[config.mk]
export PLATFORM = sky130hd
export DESIGN_NAME = rxs_sequencer
export DESIGN_NICKNAME = d
export VERILOG_FILES = /design/src/rxs_pkg.sv /design/src/rxs_wdt_if.sv /design/src/rxs_watchdog.sv /design/src/rxs_sequencer.sv
export VERILOG_INCLUDE_DIRS = /design/src
export SDC_FILE = /design/constraint.sdc
export NUM_CORES = 1
export LEC_CHECK = 0
export ABC_AREA = 1
export BUFFER_PORTS_ARGS = -buffer_cell sky130_fd_sc_hd__buf_2
export CELL_PAD_IN_SITES_DETAIL_PLACEMENT = 1
export CELL_PAD_IN_SITES_GLOBAL_PLACEMENT = 1
export CORE_ASPECT_RATIO = 0.8
export CORE_MARGIN = 8
export CORE_UTILIZATION = 25
export CTS_CLUSTER_SIZE = 10
export DETAILED_ROUTE_END_ITERATION = 16
export PLACE_DENSITY_LB_ADDON = 0.1
export SLEW_MARGIN = 0
export SYNTH_ARGS = -nofsm -noshare
export SYNTH_HDL_FRONTEND = slang
export SYNTH_SLANG_ARGS = --single-unit
[constraint.sdc]
create_clock -name clk -period 2.2 [get_ports clk]
set_clock_uncertainty 0.15 [all_clocks]
set_input_delay 0 -clock clk [delete_from_list [all_inputs] [get_ports clk]]
set_output_delay 0 -clock clk [all_outputs]
set_load 0.02 [all_outputs]
[src/rxs_map.svh]
/*
 * Constants for the reset and exception-entry sequencer.
 * Assumes inclusion by bare name from the design files and the bench.
 */
`ifndef RXS_MAP_SVH
`define RXS_MAP_SVH

`define RXS_RESET_VECTOR    16'h0000
`define RXS_VEC_LO_ADDR     16'h0000
`define RXS_VEC_HI_ADDR     16'h0001
`define RXS_MIN_LOW_CYCLES  4'ha
`define RXS_WDT_MAX         8'hff
`define RXS_WDT_ZERO        8'h00
`define RXS_INIT_HOLD       2'h2

`endif

[src/rxs_pkg.sv]
/*
 * Types for the reset and exception-entry sequencer.
 * Assumes nothing beyond a SystemVerilog compiler.
 */
package rxs_pkg;
    typedef enum logic [2:0] {
        RXS_ST_RESET,
        RXS_ST_INIT,
        RXS_ST_VEC_LO,
        RXS_ST_VEC_HI,
        RXS_ST_FIRST,
        RXS_ST_RUN,
        RXS_ST_IRQ
    } rxs_state_t;
endpackage : rxs_pkg

[src/rxs_wdt_if.sv]
/*
 * Interface between the sequencer and its watchdog.
 * Assumes a single clock domain.
 */
interface rxs_wdt_if;
    logic run_enable;
    logic overflow;
    logic reset_flag;
    logic clear_flag;
    modport wdt (input run_enable, input clear_flag, output overflow, output reset_flag);
    modport seq (output run_enable, output clear_flag, input overflow, input reset_flag);
endinterface : rxs_wdt_if

[src/rxs_watchdog.sv]
/*
 * Watchdog counter with reset flag.
 * Assumes clk at 40 MHz, async active-high sys_rst, clock enable.
 */
`include "rxs_map.svh"
module rxs_watchdog
    import rxs_pkg::*;
(
    // Clock and reset
    input  wire logic clk,
    input  wire logic sys_rst,
    input  wire logic clk_en,
    // Sequencer side
    rxs_wdt_if.wdt    wdt
);
    logic [7:0] watchdog_count_r;
    logic [7:0] watchdog_count_nxt;
    logic       watchdog_reset_flag_r;
    logic       watchdog_reset_flag_nxt;
    logic       ovf;

    assign ovf = wdt.run_enable && (watchdog_count_r == `RXS_WDT_MAX);

    always_comb begin
        watchdog_count_nxt      = watchdog_count_r;
        watchdog_reset_flag_nxt = watchdog_reset_flag_r;
        if (wdt.run_enable) begin
            watchdog_count_nxt = watchdog_count_r + 8'h01; // [RQ9]
        end
        if (wdt.clear_flag) begin
            watchdog_reset_flag_nxt = 1'b0;
        end
        if (ovf) begin
            watchdog_reset_flag_nxt = ~watchdog_reset_flag_r; // [RQ10] [RQ11]
        end
    end

    always_ff @(posedge clk or posedge sys_rst) begin
        if (sys_rst) begin
            watchdog_count_r      <= `RXS_WDT_ZERO;
            watchdog_reset_flag_r <= 1'b0;
        end else if (clk_en) begin
            watchdog_count_r      <= watchdog_count_nxt;
            watchdog_reset_flag_r <= watchdog_reset_flag_nxt;
        end
    end

    assign wdt.overflow   = ovf;
    assign wdt.reset_flag = watchdog_reset_flag_r;

    AST_WDT_HOLD: assert property (@(posedge clk) disable iff (sys_rst)
        (clk_en && !wdt.run_enable) |=> $stable(watchdog_count_r)) // [RQ9]
        else $error("Watchdog counted while disabled");
endmodule : rxs_watchdog

[src/rxs_sequencer.sv]
/*
 * Reset and exception-entry sequencer: pin and watchdog reset,
 * vector fetch, first-instruction interrupt block, interrupt entry.
 * Assumes synchronous inputs, clk 40 MHz, async active-high sys_rst,
 * a CPU that reports instruction boundaries and a memory read port.
 */
`include "rxs_map.svh"
// What this block does
// RQ1: Pending reset always wins over any interrupt request.
// RQ2: Interrupt entry starts only at an instruction or exception boundary.
// RQ3: Low reset pin halts everything at once and holds reset state.
// RQ4: Outside source holds reset pin low at least ten clocks.
// RQ5: At power-up source holds reset low until clock stable.
// RQ6: Reset pin returning high starts reset exception handling.
// RQ7: Reset handling initializes CPU and peripherals, sets interrupt mask.
// RQ8: Program counter loads from vector word 0000-0001, then fetch starts.
// RQ9: Watchdog counts only while its run-enable bit is one.
// RQ10: First watchdog overflow sets reset flag and enters reset state.
// RQ11: Overflow with flag set ends reset and starts reset handling.
// RQ12: All interrupts, even non-maskable, blocked until first instruction ran.
// RQ13: Mask bit set refuses all interrupts except the non-maskable one.
module rxs_sequencer
    import rxs_pkg::*;
(
    // Clock and reset
    input  wire logic        clk,
    input  wire logic        sys_rst,
    input  wire logic        clk_en,
    // Board reset pin, active low
    input  wire logic        external_reset_input_n,
    // Watchdog control
    input  wire logic        watchdog_run_enable,
    // CPU status
    input  wire logic        insn_boundary,
    input  wire logic        irq_req,
    input  wire logic        nmi_req,
    input  wire logic        cpu_mask_clear,
    // Vector memory read
    output logic      [15:0] mem_addr,
    output logic             mem_rd,
    input  wire logic [7:0]  mem_rdata,
    // Control outputs
    output logic             halt,
    output logic             periph_init,
    output logic             cpu_start,
    output logic      [15:0] pc_load,
    output logic             irq_mask_bit,
    output logic             irq_take,
    output logic             nmi_take,
    output logic             watchdog_reset_flag
);
    rxs_wdt_if wif ();

    rxs_watchdog u_wdt (
        .clk     (clk),
        .sys_rst (sys_rst),
        .clk_en  (clk_en),
        .wdt     (wif.wdt)
    );

    rxs_state_t  state_r, state_nxt;
    logic [15:0] pc_r, pc_nxt;
    logic        mask_r, mask_nxt;
    logic [1:0]  hold_r, hold_nxt;
    logic        wdt_rst_r, wdt_rst_nxt;
    logic        irq_take_nxt, nmi_take_nxt;
    logic        irq_take_r, nmi_take_r;
    logic        pin_low;

    assign pin_low            = !external_reset_input_n;
    assign wif.run_enable     = watchdog_run_enable && !pin_low; // [RQ9]
    // Pin reset reinitialises the watchdog flag so a later overflow resets again
    assign wif.clear_flag     = pin_low; // [RQ7]

    always_comb begin
        state_nxt    = state_r;
        pc_nxt       = pc_r;
        mask_nxt     = mask_r;
        hold_nxt     = hold_r;
        wdt_rst_nxt  = wdt_rst_r;
        irq_take_nxt = 1'b0;
        nmi_take_nxt = 1'b0;
        if (pin_low) begin
            state_nxt   = RXS_ST_RESET; // [RQ3] [RQ1]
            wdt_rst_nxt = 1'b0;
            mask_nxt    = 1'b1;
        end else if (wif.overflow && !wif.reset_flag) begin
            state_nxt   = RXS_ST_RESET; // [RQ10] [RQ1]
            wdt_rst_nxt = 1'b1;
            mask_nxt    = 1'b1;
        end else begin
            case (state_r)
                RXS_ST_RESET: begin
                    if (!wdt_rst_r || (wif.overflow && wif.reset_flag)) begin
                        state_nxt   = RXS_ST_INIT; // [RQ6] [RQ11]
                        wdt_rst_nxt = 1'b0;
                        hold_nxt    = `RXS_INIT_HOLD;
                    end
                end
                RXS_ST_INIT: begin
                    mask_nxt = 1'b1; // [RQ7]
                    hold_nxt = hold_r - 2'h1;
                    if (hold_r == 2'h0) begin
                        state_nxt = RXS_ST_VEC_LO;
                    end
                end
                RXS_ST_VEC_LO: begin
                    pc_nxt    = {mem_rdata, pc_r[7:0]}; // [RQ8]
                    state_nxt = RXS_ST_VEC_HI;
                end
                RXS_ST_VEC_HI: begin
                    pc_nxt    = {pc_r[15:8], mem_rdata}; // [RQ8]
                    state_nxt = RXS_ST_FIRST;
                end
                RXS_ST_FIRST: begin
                    if (cpu_mask_clear) begin
                        mask_nxt = 1'b0;
                    end
                    if (insn_boundary) begin
                        state_nxt = RXS_ST_RUN; // [RQ12]
                    end
                end
                RXS_ST_RUN: begin
                    if (cpu_mask_clear) begin
                        mask_nxt = 1'b0;
                    end
                    if (insn_boundary && nmi_req) begin
                        nmi_take_nxt = 1'b1; // [RQ2] [RQ13]
                        mask_nxt     = 1'b1;
                        state_nxt    = RXS_ST_IRQ;
                    end else if (insn_boundary && irq_req && !mask_r) begin
                        irq_take_nxt = 1'b1; // [RQ2] [RQ13]
                        mask_nxt     = 1'b1;
                        state_nxt    = RXS_ST_IRQ;
                    end
                end
                RXS_ST_IRQ: begin
                    if (insn_boundary) begin
                        state_nxt = RXS_ST_RUN; // [RQ2]
                    end
                end
                default: state_nxt = RXS_ST_RESET;
            endcase
        end
    end

    always_ff @(posedge clk or posedge sys_rst) begin
        if (sys_rst) begin
            state_r    <= RXS_ST_RESET;
            pc_r       <= `RXS_RESET_VECTOR;
            mask_r     <= 1'b1;
            hold_r     <= 2'h0;
            wdt_rst_r  <= 1'b0;
            irq_take_r <= 1'b0;
            nmi_take_r <= 1'b0;
        end else if (clk_en) begin
            state_r    <= state_nxt;
            pc_r       <= pc_nxt;
            mask_r     <= mask_nxt;
            hold_r     <= hold_nxt;
            wdt_rst_r  <= wdt_rst_nxt;
            irq_take_r <= irq_take_nxt;
            nmi_take_r <= nmi_take_nxt;
        end
    end

    // Halt is immediate on the pin, not registered
    assign halt                = pin_low || (state_r == RXS_ST_RESET); // [RQ3]
    assign periph_init         = (state_r == RXS_ST_RESET) || (state_r == RXS_ST_INIT); // [RQ7]
    assign mem_rd              = (state_r == RXS_ST_VEC_LO) || (state_r == RXS_ST_VEC_HI);
    assign mem_addr            = (state_r == RXS_ST_VEC_HI) ? `RXS_VEC_HI_ADDR : `RXS_VEC_LO_ADDR;
    assign cpu_start           = (state_r == RXS_ST_FIRST) || (state_r == RXS_ST_RUN)
                                 || (state_r == RXS_ST_IRQ);
    assign pc_load             = pc_r;
    assign irq_mask_bit        = mask_r;
    assign irq_take            = irq_take_r;
    assign nmi_take            = nmi_take_r;
    assign watchdog_reset_flag = wif.reset_flag;

    AST_PIN_HALT: assert property (@(posedge clk) disable iff (sys_rst)
        pin_low |-> halt) // [RQ3]
        else $error("Not halted while reset pin low");
    AST_PIN_STATE: assert property (@(posedge clk) disable iff (sys_rst)
        (pin_low && clk_en) |=> state_r == RXS_ST_RESET) // [RQ3]
        else $error("Reset state not entered");
    AST_RELEASE_INIT: assert property (@(posedge clk) disable iff (sys_rst)
        (clk_en && !pin_low && state_r == RXS_ST_RESET && !wdt_rst_r && !wif.overflow)
        |=> state_r == RXS_ST_INIT) // [RQ6]
        else $error("Release did not start handling");
    AST_MASK_INIT: assert property (@(posedge clk) disable iff (sys_rst)
        (state_r == RXS_ST_VEC_LO) |-> mask_r) // [RQ7]
        else $error("Mask not set during reset handling");
    AST_VEC_ADDR: assert property (@(posedge clk) disable iff (sys_rst)
        (state_r == RXS_ST_VEC_LO) |-> mem_rd && mem_addr == `RXS_VEC_LO_ADDR) // [RQ8]
        else $error("Wrong vector address");
    AST_FIRST_BLOCK: assert property (@(posedge clk) disable iff (sys_rst)
        (state_r == RXS_ST_FIRST && clk_en) |=> !irq_take_r && !nmi_take_r) // [RQ12]
        else $error("Interrupt taken before first instruction");
    AST_MASKED: assert property (@(posedge clk) disable iff (sys_rst)
        $rose(irq_take_r) |-> !$past(mask_r) && $past(insn_boundary)) // [RQ13] [RQ2]
        else $error("Masked interrupt accepted");
    AST_RESET_WINS: assert property (@(posedge clk) disable iff (sys_rst)
        (clk_en && pin_low) |=> !irq_take_r && !nmi_take_r) // [RQ1]
        else $error("Interrupt beat reset");
    AST_WDT_ENTER: assert property (@(posedge clk) disable iff (sys_rst)
        (clk_en && !pin_low && wif.overflow && !wif.reset_flag)
        |=> state_r == RXS_ST_RESET && wif.reset_flag) // [RQ10]
        else $error("Watchdog overflow did not reset");
    AST_WDT_LEAVE: assert property (@(posedge clk) disable iff (sys_rst)
        (clk_en && !pin_low && wif.overflow && wif.reset_flag && state_r == RXS_ST_RESET)
        |=> state_r == RXS_ST_INIT) // [RQ11]
        else $error("Second overflow did not start handling");

    COV_PIN_RESET: cover property (@(posedge clk) state_r == RXS_ST_VEC_HI ##1 state_r == RXS_ST_FIRST);
    COV_WDT_RESET: cover property (@(posedge clk) wdt_rst_r ##1 state_r == RXS_ST_INIT);
    COV_IRQ: cover property (@(posedge clk) irq_take_r);
    COV_NMI: cover property (@(posedge clk) nmi_take_r);
endmodule : rxs_sequencer

==> results of run 1 <==
-- per-layer routing --
metal | global-route usage [%] | up-vias
li1 | - | 748
met1 | 11.9 | 656
met4 | 3.32 | 0
met5 | 0 | -
met3 | 3.73 | 4
met2 | 14.1 | 28
-- area by class of cell --
class | count | area share, %
flip-flops and latches | 34 | 35.1
inverters | 27 | 4.28
multi-input cells | 146 | 35.1
clock buffers | 6 | 3.40
clock inverters | 2 | 0.515
well taps | 105 | 5.41
repair buffers | 60 | 16.2
-- timing repair --
action | 4_1_cts | 5_1_grt
resized for setup | 0 | 1
endpoints found under the setup margin | 0 | 1
hold buffers | 18 | 0
endpoints found under the hold margin | 59 | 0
buffers inserted | 0 | 0
-- worst register-to-register path, cell delays in order (launching register included) --
cell	delay, ns
dfrtp_1	0.40
inv_1	0.14
nand2_1	0.14
nor2_2	0.15
nand3_1	0.08
dlygate4sd3_1	0.55
o21ai_0	0.14
-- worst paths after layout --
path	depth (start not counted)	slack [ns]	startpoint	to
setup / recovery	8	0.16	irq_req	irq_take
hold / removal	7	0.15	insn_boundary	irq_mask_bit
setup reg to reg	6	0.38	state_r[1]	irq_take
hold reg to reg	1	0.32	u_wdt.watchdog_count_r[7]	u_wdt.watchdog_count_r[7]
max in group asynchronous	4	1.32	sys_rst	irq_mask_bit
min in group asynchronous	4	0.22	sys_rst	pc_load[14]
-- registers in the layout (all words and copies together) (netlist names) --
name                    flops
nmi_take                    1
irq_take                    1
state_r                     3
u_wdt.wdt.reset_flag        1
pc_load                    16
u_wdt.watchdog_count_r      8
hold_r                      2
wdt_rst_r                   1
irq_mask_bit                1
-- cells by family (layout without fill, tap and decap cells) --
logic type / Yosys count / count (layout) / synth area share, %
AOI/OAI and AO/OA: 24 / 24 / 9.45
xor gates and xnor gates: 7 / 7 / 3.22
adders and majority gates: 2 / 2 / 1.31
buffers and inverters: 44 / 95 / 13.5
DFF: 34 / 34 / 44.7
other: 1 / 15 / 0.197
and+or+nand+nor: 98 / 98 / 27.7
-- power by group --
group          internal (mW)  switching [mW]  leakage (nW)
sequential             0.822           0.155         0.444
clock                  0.252           0.256        0.0472
combinational          0.376           0.723         0.761
total                   1.45            1.13          1.25
-- stage by stage --
stage          utilization [%]  area (um2)
6_report                  32.9        2430
4_1_cts                   32.8        2430
5_1_grt                   32.9        2430
2_1_floorplan                -        1960
3_3_place_gp              29.1        2150
3_5_place_dp              29.1        2150
-- cells in the final DEF (no fill, tap or decap), drive strengths merged, types with 6 or more instances in the layout --
cell type     n
clkbuf        6
nand2        67
buf          42
inv          27
conb         15
dfrtp        33
nor2         18
dlygate4sd3  18
xor2          6
nand3         8
o21ai        22
==> impl_metrics.env, run 1 <==
export IMPL_worstSkewPairLatency_ns=0.29
export IMPL_dp_hpwl_um=3420
export IMPL_status="finished clean"
export IMPL_fmax_ghz=0.489
export IMPL_viasPerCell=3.78
export IMPL_route_met2_wl_um=2010
export IMPL_multiInputGateArea_um2=853
export IMPL_critical_path_buf_inv_count=4
export IMPL_crit_family="buffers and inverters"
export IMPL_hold_class="input port to flip-flop"
export IMPL_final_hold_viol_count=0
export IMPL_worst_path_max_delay_cell="dlygate4sd3_1"
export IMPL_dieArea_um2=10700
export IMPL_drc=0
export IMPL_die_h_um=94.1
export IMPL_leakagePower_nw=1.25
export IMPL_ys_seq_area_share_pct=44.7
export IMPL_syn_inst=210
export IMPL_grt_pass1_wl_um=7850
export IMPL_path_max_fanout=2
export IMPL_drt_first_pass_iters=4
export IMPL_cap_violations=0
export IMPL_htreeDepth=2
export IMPL_cp_data_arrival_time_ns=2.10
export IMPL_final_fill_count=904
export IMPL_rsz0062_at_grt="false"
export IMPL_synth_top_area_cell="dfrtp_1"
export IMPL_cts_clk_slew_worst_paths_ns=0.07
export IMPL_clk_path_buf_depth=2
export IMPL_cts_sinks=34
export IMPL_globalRouteOverflowTotal=0
export IMPL_port_buffers=41
export IMPL_finalCriticalPeriod_ns=2.04
export IMPL_synth_top_area_share_pct=43.3
export IMPL_fin_ws_ns=0.157
export IMPL_worst_hold_slack_ns=0.149
export IMPL_grt_pass1_vias=1554
export IMPL_n_antenna_cell=0
export IMPL_synth_warnings=0
export IMPL_cpPeakStageDelay_ns=0.55
export IMPL_final_net_count=293
export IMPL_cpMostUsedCell="dlygate4sd3_1"
export IMPL_crit_chain="dlygate4sd3_1 -> buf_2 -> nand2_1 -> dlygate4sd3_1 -> nor2_2 -> nand3_1 -> dlygate4sd3_1 -> o21ai_0"
export IMPL_cts_made_buffers=5
export IMPL_die_x_um=114
export IMPL_antenna_found_initial=0
export IMPL_crit_required_ns=2.26
export IMPL_route_layer_met1_wl_um=2260
export IMPL_seqCellArea_um2=852
export IMPL_ir_drop_v=0.000406
export IMPL_power_density_nw_per_um2=1060
export IMPL_synth_edf_count=0
export IMPL_wire_per_inst_um=11.9
export IMPL_tns_ns=0
export IMPL_finalMaxSlewViolations=0
export IMPL_synth_flop_cell="dfrtp_1"
export IMPL_num_io_pins=57
export IMPL_clockRootBuffer="clkbuf_8"
export IMPL_netlist_top_cells_area="dfrtp_1 43%, nand2_1 11%, o21ai_2 7.3%"
export IMPL_ant_nets=0
export IMPL_grt_usage_pct=9.37
export IMPL_synth_cell_types=29
export IMPL_yosys_register_bits=34
export IMPL_syn_area_um2=1910
export IMPL_placedCellCount=354
export IMPL_total_power_mw=2.59
export IMPL_syn_avg_cell_area_um2=9.08
export IMPL_setup_violations_final=0
export IMPL_synth_commonest_cells="58 x nand2_1, 33 x dfrtp_1, 23 x inv_1, 16 x o21ai_2, 15 x buf_4"
export IMPL_wl_met3_um=209
export IMPL_gp_congestion=0.717
export IMPL_syn_to_final_growth_pct=27.4
export IMPL_post_route_period_util_pct=92.9
export IMPL_start_util_pct=25.8
export IMPL_crit_type="input port to flip-flop"
export IMPL_design_core_area_um2=7390
export IMPL_startpoint_type="input port"
export IMPL_pre_cts_ws_ns=0.393
export IMPL_async_flop_share_pct=100
export IMPL_fp_row_count=28
export IMPL_drive_gt1_share_pct=34.9
export IMPL_wl_um=4540
export IMPL_synth_most_common_cell="nand2_1"
export IMPL_top_layer_used="met4"
export IMPL_instances_no_fill=380
export IMPL_critPathCaptureType="flip-flop"
export IMPL_grt_max_degree=35
export IMPL_cts_tree="done"
export IMPL_drt_first_iter_violations=36
export IMPL_vias=1436
Note: power is estimated with default switching activity, not from simulation.
==> run 2: changes to the inputs <==
--- a/config.mk
+++ b/config.mk
@@ -6,7 +6,6 @@
 export SDC_FILE = /design/constraint.sdc
 export NUM_CORES = 1
 export LEC_CHECK = 0
-export ABC_AREA = 1
 export BUFFER_PORTS_ARGS = -buffer_cell sky130_fd_sc_hd__buf_2
 export CELL_PAD_IN_SITES_DETAIL_PLACEMENT = 1
 export CELL_PAD_IN_SITES_GLOBAL_PLACEMENT = 1
==> impl_metrics.env, run 2 <==
export IMPL_synth_most_common_cell="dfrtp_1"
export IMPL_crit_chain="ha_1 -> nand4_2 -> o31ai_2 -> buf_4 -> or4_1 -> o22ai_1"
export IMPL_tns_ns=0
export IMPL_drive_gt1_share_pct=36.5
export IMPL_ir_drop_v=0.000360
export IMPL_grt_pass1_wl_um=7290
export IMPL_worstSkewPairLatency_ns=0.28
export IMPL_cts_hold_buf=16
export IMPL_swShare_pct=36.9
export IMPL_worst_path_max_delay_cell="or4_1"
export IMPL_die_h_um=90.9
export IMPL_fp_row_count=27
export IMPL_status="finished clean"
export IMPL_final_net_count=237
export IMPL_synth_flop_cell="dfrtp_1"
export IMPL_cp_data_arrival_time_ns=2.07
export IMPL_syn_inst=157
export IMPL_cts_resized=0
export IMPL_setup_violations_final=0
export IMPL_path_max_fanout=7
export IMPL_power_density_nw_per_um2=954
export IMPL_grt_max_degree=35
export IMPL_netSwitchingPower_uw=796
export IMPL_n_antenna_cell=0
export IMPL_mostFrequentLayoutCells="41 x buf_2, 33 x dfrtp_1, 17 x mux2_2, 16 x dlygate4sd3_1, 15 x conb_1"
export IMPL_placedCellCount=282
export IMPL_synth_top_area_share_pct=47.1
export IMPL_crit_required_ns=2.25
export IMPL_wire_per_inst_um=14.0
export IMPL_clockRootBuffer="clkbuf_8"
export IMPL_netlist_top_cells_area="dfrtp_1 47%, mux2_2 11%, buf_4 6.4%"
export IMPL_vias=1305
export IMPL_drc=0
export IMPL_num_io_pins=57
export IMPL_cts_sinks=34
export IMPL_htreeDepth=2
export IMPL_cts_made_buffers=5
export IMPL_startpoint_type="flip-flop"
export IMPL_hold_class="input port to flip-flop"
export IMPL_start_util_pct=25.7
export IMPL_synth_edf_count=0
export IMPL_port_buffers=41
export IMPL_p_seq_share_pct=43.0
export IMPL_pwr_share_clk_pct=22.0
export IMPL_wl_um=4280
export IMPL_total_power_mw=2.16
export IMPL_post_route_util_pct=33.2
export IMPL_rsz0062_at_grt="false"
export IMPL_post_route_period_util_pct=91.9
export IMPL_dieArea_um2=9960
export IMPL_final_hold_viol_count=0
export IMPL_clk_path_buf_depth=2
export IMPL_synth_cell_types=44
export IMPL_fmax_ghz=0.495
export IMPL_combPwrFrac_pct=35.0
export IMPL_syn_avg_cell_area_um2=11.2
export IMPL_grt_pass1_vias=1473
export IMPL_post_cts_setup_buffers=0
export IMPL_finalCriticalPeriod_ns=2.02
export IMPL_ant_nets=0
export IMPL_crit_type="flip-flop to flip-flop"
export IMPL_cap_violations=0
export IMPL_drt_first_pass_iters=4
export IMPL_async_flop_share_pct=100
export IMPL_dp_hpwl_um=3300
export IMPL_die_x_um=110
export IMPL_gp_congestion=0.751
export IMPL_syn_area_um2=1750
export IMPL_synth_commonest_cells="33 x dfrtp_1, 17 x mux2_2, 15 x buf_4, 13 x nand2_1"
export IMPL_instances_no_fill=306
export IMPL_cpPeakStageDelay_ns=0.52
export IMPL_p_int_mw=1.36
export IMPL_layout_commonest_cell="buf_2"
export IMPL_crit_family="simple AND/OR/NAND/NOR gates"
export IMPL_synth_warnings=0
export IMPL_cts_tree="done"
export IMPL_critical_path_buf_inv_count=1
export IMPL_largest_reg_flops=16
export IMPL_finalMaxSlewViolations=0
export IMPL_leakagePower_nw=1.20
export IMPL_cts_clk_slew_worst_paths_ns=0.07
export IMPL_design_core_area_um2=6820
export IMPL_drt_first_iter_violations=22
export IMPL_antenna_found_initial=0
export IMPL_grt_usage_pct=9.15
export IMPL_yosys_register_bits=34
export IMPL_critPathCaptureType="flip-flop"
export IMPL_globalRouteOverflowTotal=0
export IMPL_viasPerCell=4.26
export IMPL_synth_top_area_cell="dfrtp_1"
export IMPL_syn_to_final_growth_pct=29.1
export IMPL_ys_seq_area_share_pct=48.6
run 2: per-stage QoR:
step / hold WS, ns / instance area, um2 / setup slack [ns]
after floorplan: -0.0334 / 1810 / 0.385
after global placement: -0.0285 / 2010 / 0.255
after CTS: 0.0116 / 2260 / 0.163
after detailed placement: -0.0172 / 2010 / 0.179
after global routing: 0.0501 / 2260 / 0.0850
final: 0.0154 / 2260 / 0.178
run 2: cell type report:
type,count,area (um2)
Clock buffer,6,82.6
Clock inverter,2,12.5
Fill cell,796,4560
Inverter,8,30.0
Multi-Input combinational cell,109,790
Sequential cell,34,852
Tap cell,87,109
Timing Repair Buffer,60,388
run 2: path summary, 6_finish.rpt:
path,startpoint,endpoint,slack [ns],cells past startpoint
setup / recovery,u_wdt.watchdog_count_r[0],irq_take,0.18,6
hold / removal,external_reset_input_n,wdt_rst_r,0.02,4
setup reg to reg,u_wdt.watchdog_count_r[0],irq_take,0.18,6
hold reg to reg,irq_mask_bit,irq_mask_bit,0.34,2
max in group asynchronous,sys_rst,irq_mask_bit,1.35,4
min in group asynchronous,sys_rst,pc_load[2],0.20,4
run 2: routing by layer:
metal | GRT usage (%) | vias up | routed length (um)
met5 | 0 | - | 0
met4 | 2.02 | 0 | 10
met2 | 15.4 | 29 | 2160
li1 | - | 638 | -
met3 | 2.78 | 2 | 247
met1 | 11.0 | 636 | 1850
run 2: tightest hold or removal path, cell delays in order:
cell and delay (ns):
buf_2 0.16, o31ai_1 0.09, nand2_1 0.06, a21o_1 0.10
run 2: kinds of logic after synthesis:
group / count (synthesis) / share of synthesized area, %
and+or+nand+nor: 44 / 16.1
DFF: 34 / 48.6
buffers and inverters: 28 / 9.35
AOI/OAI and AO/OA: 23 / 9.35
muxes: 18 / 11.5
xor gates and xnor gates: 7 / 3.50
adders and majority gates: 2 / 1.43
other: 1 / 0.214
run 2: power groups by stage:
stage          clock (mW)  sequential, mW  combinational [mW]
2_1_floorplan           0            1.01               0.441
6_report            0.475           0.928               0.755
4_1_cts             0.505           0.933               0.772
3_3_place_gp            0           0.937               0.729
5_1_grt             0.535           0.957               0.835
3_5_place_dp            0           0.944               0.748
==> run 3: changes to the inputs <==
--- a/config.mk
+++ b/config.mk
@@ -10,7 +10,7 @@
 export CELL_PAD_IN_SITES_DETAIL_PLACEMENT = 1
 export CELL_PAD_IN_SITES_GLOBAL_PLACEMENT = 1
 export CORE_ASPECT_RATIO = 0.8
-export CORE_MARGIN = 8
+export CORE_MARGIN = 1.5
 export CORE_UTILIZATION = 25
 export CTS_CLUSTER_SIZE = 10
 export DETAILED_ROUTE_END_ITERATION = 16
==> constraint.sdc (replaced) <==
create_clock -name clk -period 2.6 [get_ports clk]
set_clock_uncertainty 0.15 [all_clocks]
set_input_delay 0 -clock clk [delete_from_list [all_inputs] [get_ports clk]]
set_output_delay 0 -clock clk [all_outputs]
set_load 0.02 [all_outputs]
==> impl_metrics.env, run 3 (synthesized netlist as in run 2, its figures left out) <==
export IMPL_status="finished clean"
export IMPL_port_buffers=41
export IMPL_fmax_ghz=0.407
export IMPL_cts_made_buffers=5
export IMPL_final_hold_viol_count=0
export IMPL_r2r_end="nmi_take"
export IMPL_leakagePower_nw=1.22
export IMPL_cts_sinks=34
export IMPL_n_antenna_cell=0
export IMPL_fp_row_count=27
export IMPL_cpPeakStageDelay_ns=0.56
export IMPL_startpoint_type="flip-flop"
export IMPL_tns_ns=0
export IMPL_worst_path_max_delay_cell="dlygate4sd3_1"
export IMPL_die_h_um=77.9
export IMPL_antenna_found_initial=0
export IMPL_viasPerCell=4.36
export IMPL_wire_per_inst_um=13.3
export IMPL_post_route_period_util_pct=94.5
export IMPL_worst_r2r_cell_count=6
export IMPL_design_core_area_um2=6820
export IMPL_num_io_pins=57
export IMPL_worstSkewPairLatency_ns=0.29
export IMPL_die_x_um=96.6
export IMPL_largest_reg_flops=16
export IMPL_critical_path_buf_inv_count=1
export IMPL_cap_violations=0
export IMPL_critPathCaptureType="flip-flop"
export IMPL_ant_nets=0
export IMPL_power_density_nw_per_um2=828
export IMPL_hold_class="input port to flip-flop"
export IMPL_htreeDepth=2
export IMPL_cts_clk_slew_worst_paths_ns=0.07
export IMPL_clk_path_buf_depth=2
export IMPL_layout_commonest_cell="buf_2"
export IMPL_gp_congestion=0.712
export IMPL_clockRootBuffer="clkbuf_8"
export IMPL_cp_data_arrival_time_ns=2.53
export IMPL_min_path_cells=5
export IMPL_setup_violations_final=0
export IMPL_grt_usage_pct=11.5
export IMPL_r2r_start="u_wdt.watchdog_count_r[0]"
export IMPL_drc=0
export IMPL_drive_gt1_share_pct=35.3
export IMPL_grt_pass1_wl_um=6910
export IMPL_rsz0062_at_grt="false"
export IMPL_start_util_pct=25.7
export IMPL_crit_type="flip-flop to flip-flop"
export IMPL_crit_chain="ha_1 -> nand4_2 -> o31ai_4 -> or4_1 -> o22ai_1 -> dlygate4sd3_1"
export IMPL_drt_first_pass_iters=4
export IMPL_crit_required_ns=2.68
export IMPL_r2r_slack_ns=0.14
export IMPL_grt_pass1_vias=1474
export IMPL_cts_tree="done"
export IMPL_wl_um=4100
export IMPL_final_fill_count=793
export IMPL_grt_max_degree=35
export IMPL_hold_start="insn_boundary"
export IMPL_holdPathEnd="state_r[1]"
export IMPL_syn_to_final_growth_pct=31.8
export IMPL_final_net_count=239
export IMPL_total_power_mw=1.91
export IMPL_path_max_fanout=7
export IMPL_globalRouteOverflowTotal=0
export IMPL_dp_hpwl_um=2950
export IMPL_ir_drop_v=0.000286
export IMPL_vias=1344
export IMPL_crit_family="simple AND/OR/NAND/NOR gates"
export IMPL_finalMaxSlewViolations=0
export IMPL_finalCriticalPeriod_ns=2.46
export IMPL_dieArea_um2=7530
export IMPL_mostFrequentLayoutCells="41 x buf_2, 33 x dfrtp_1, 20 x dlygate4sd3_1, 17 x mux2_2, 15 x conb_1"
export IMPL_drt_first_iter_violations=20
[run 3: cell types whose count changed in the layout (fill, tap and decap cells not counted)]
cell           before  now
buf_4               3    1
bufinv_16           0    1
clkbuf_8            6    5
clkinv_2            1    2
clkinvlp_4          1    0
dlygate4sd3_1      16   20
o31ai_2             2    1
o31ai_4             0    1
[run 3: how the worst max path moves through the flow]
stage                              startpoint     endpoint  slack, ns  cells after the start
global placement    u_wdt.watchdog_count_r[0]   state_r[1]       0.66                      6
CTS                 u_wdt.watchdog_count_r[0]     irq_take       0.08                      6
finish              u_wdt.watchdog_count_r[0]     nmi_take       0.14                      6
detailed placement  u_wdt.watchdog_count_r[0]   pc_load[9]       0.56                      6
global route        u_wdt.watchdog_count_r[0]     nmi_take       0.05                      6
floorplan           u_wdt.watchdog_count_r[0]  pc_load[10]       0.79                      6
[run 3: cell type report]
cell class,instances,area [um2],area share [%]
Clock buffer,5,68.8,2.98
Sequential cell,34,852,36.9
Timing Repair Buffer,62,413,17.9
Multi-Input combinational cell,109,798,34.5
Inverter,8,30.0,1.30
Clock inverter,3,40.0,1.73
Tap cell,87,109,4.71
[run 3: where the power goes]
group,switching [mW],leakage [nW],internal (mW)
clock,0.200,0.0579,0.282
combinational,0.357,0.710,0.272
sequential,0.131,0.451,0.670
total,0.688,1.22,1.22
[run 3: what timing repair did]
action	in CTS	in global routing
gates resized for setup	0	1
hold buffers	19	1
buffers inserted	0	0
endpoints found under the hold margin	56	2
setup endpoints to repair	0	2
[run 3: routing by layer]
metal | routed length, um | share of wire (%) | global-route usage, % | up-vias
li1 | - | - | - | 643
met1 | 1820 | 44 | 13.4 | 668
met2 | 2060 | 50 | 20.0 | 29
met3 | 174 | 4.2 | 3.60 | 4
met4 | 44 | 1.1 | 4.35 | 0
met5 | 0 | 0 | 0 | -
[run 3: worst min-delay path, cell delays in order]
cell and delay [ns]:
buf_2 0.10, a21o_1 0.12, o21ai_0 0.07, nand2_1 0.07, o31ai_1 0.06
[run 3: per-stage QoR]
stage               util, %  std cells  setup slack [ns]  hold WS (ns)  area (um2)
detailed placement     29.2        280             0.562       -0.0221        1990
floorplan                 -        171             0.785       -0.0334        1810
CTS                    33.6        307            0.0818       0.00108        2290
finish                 33.9        308             0.144        0.0136        2310
global route           33.9        308            0.0511        0.0542        2310
global placement       29.2        280             0.659       -0.0227        1990
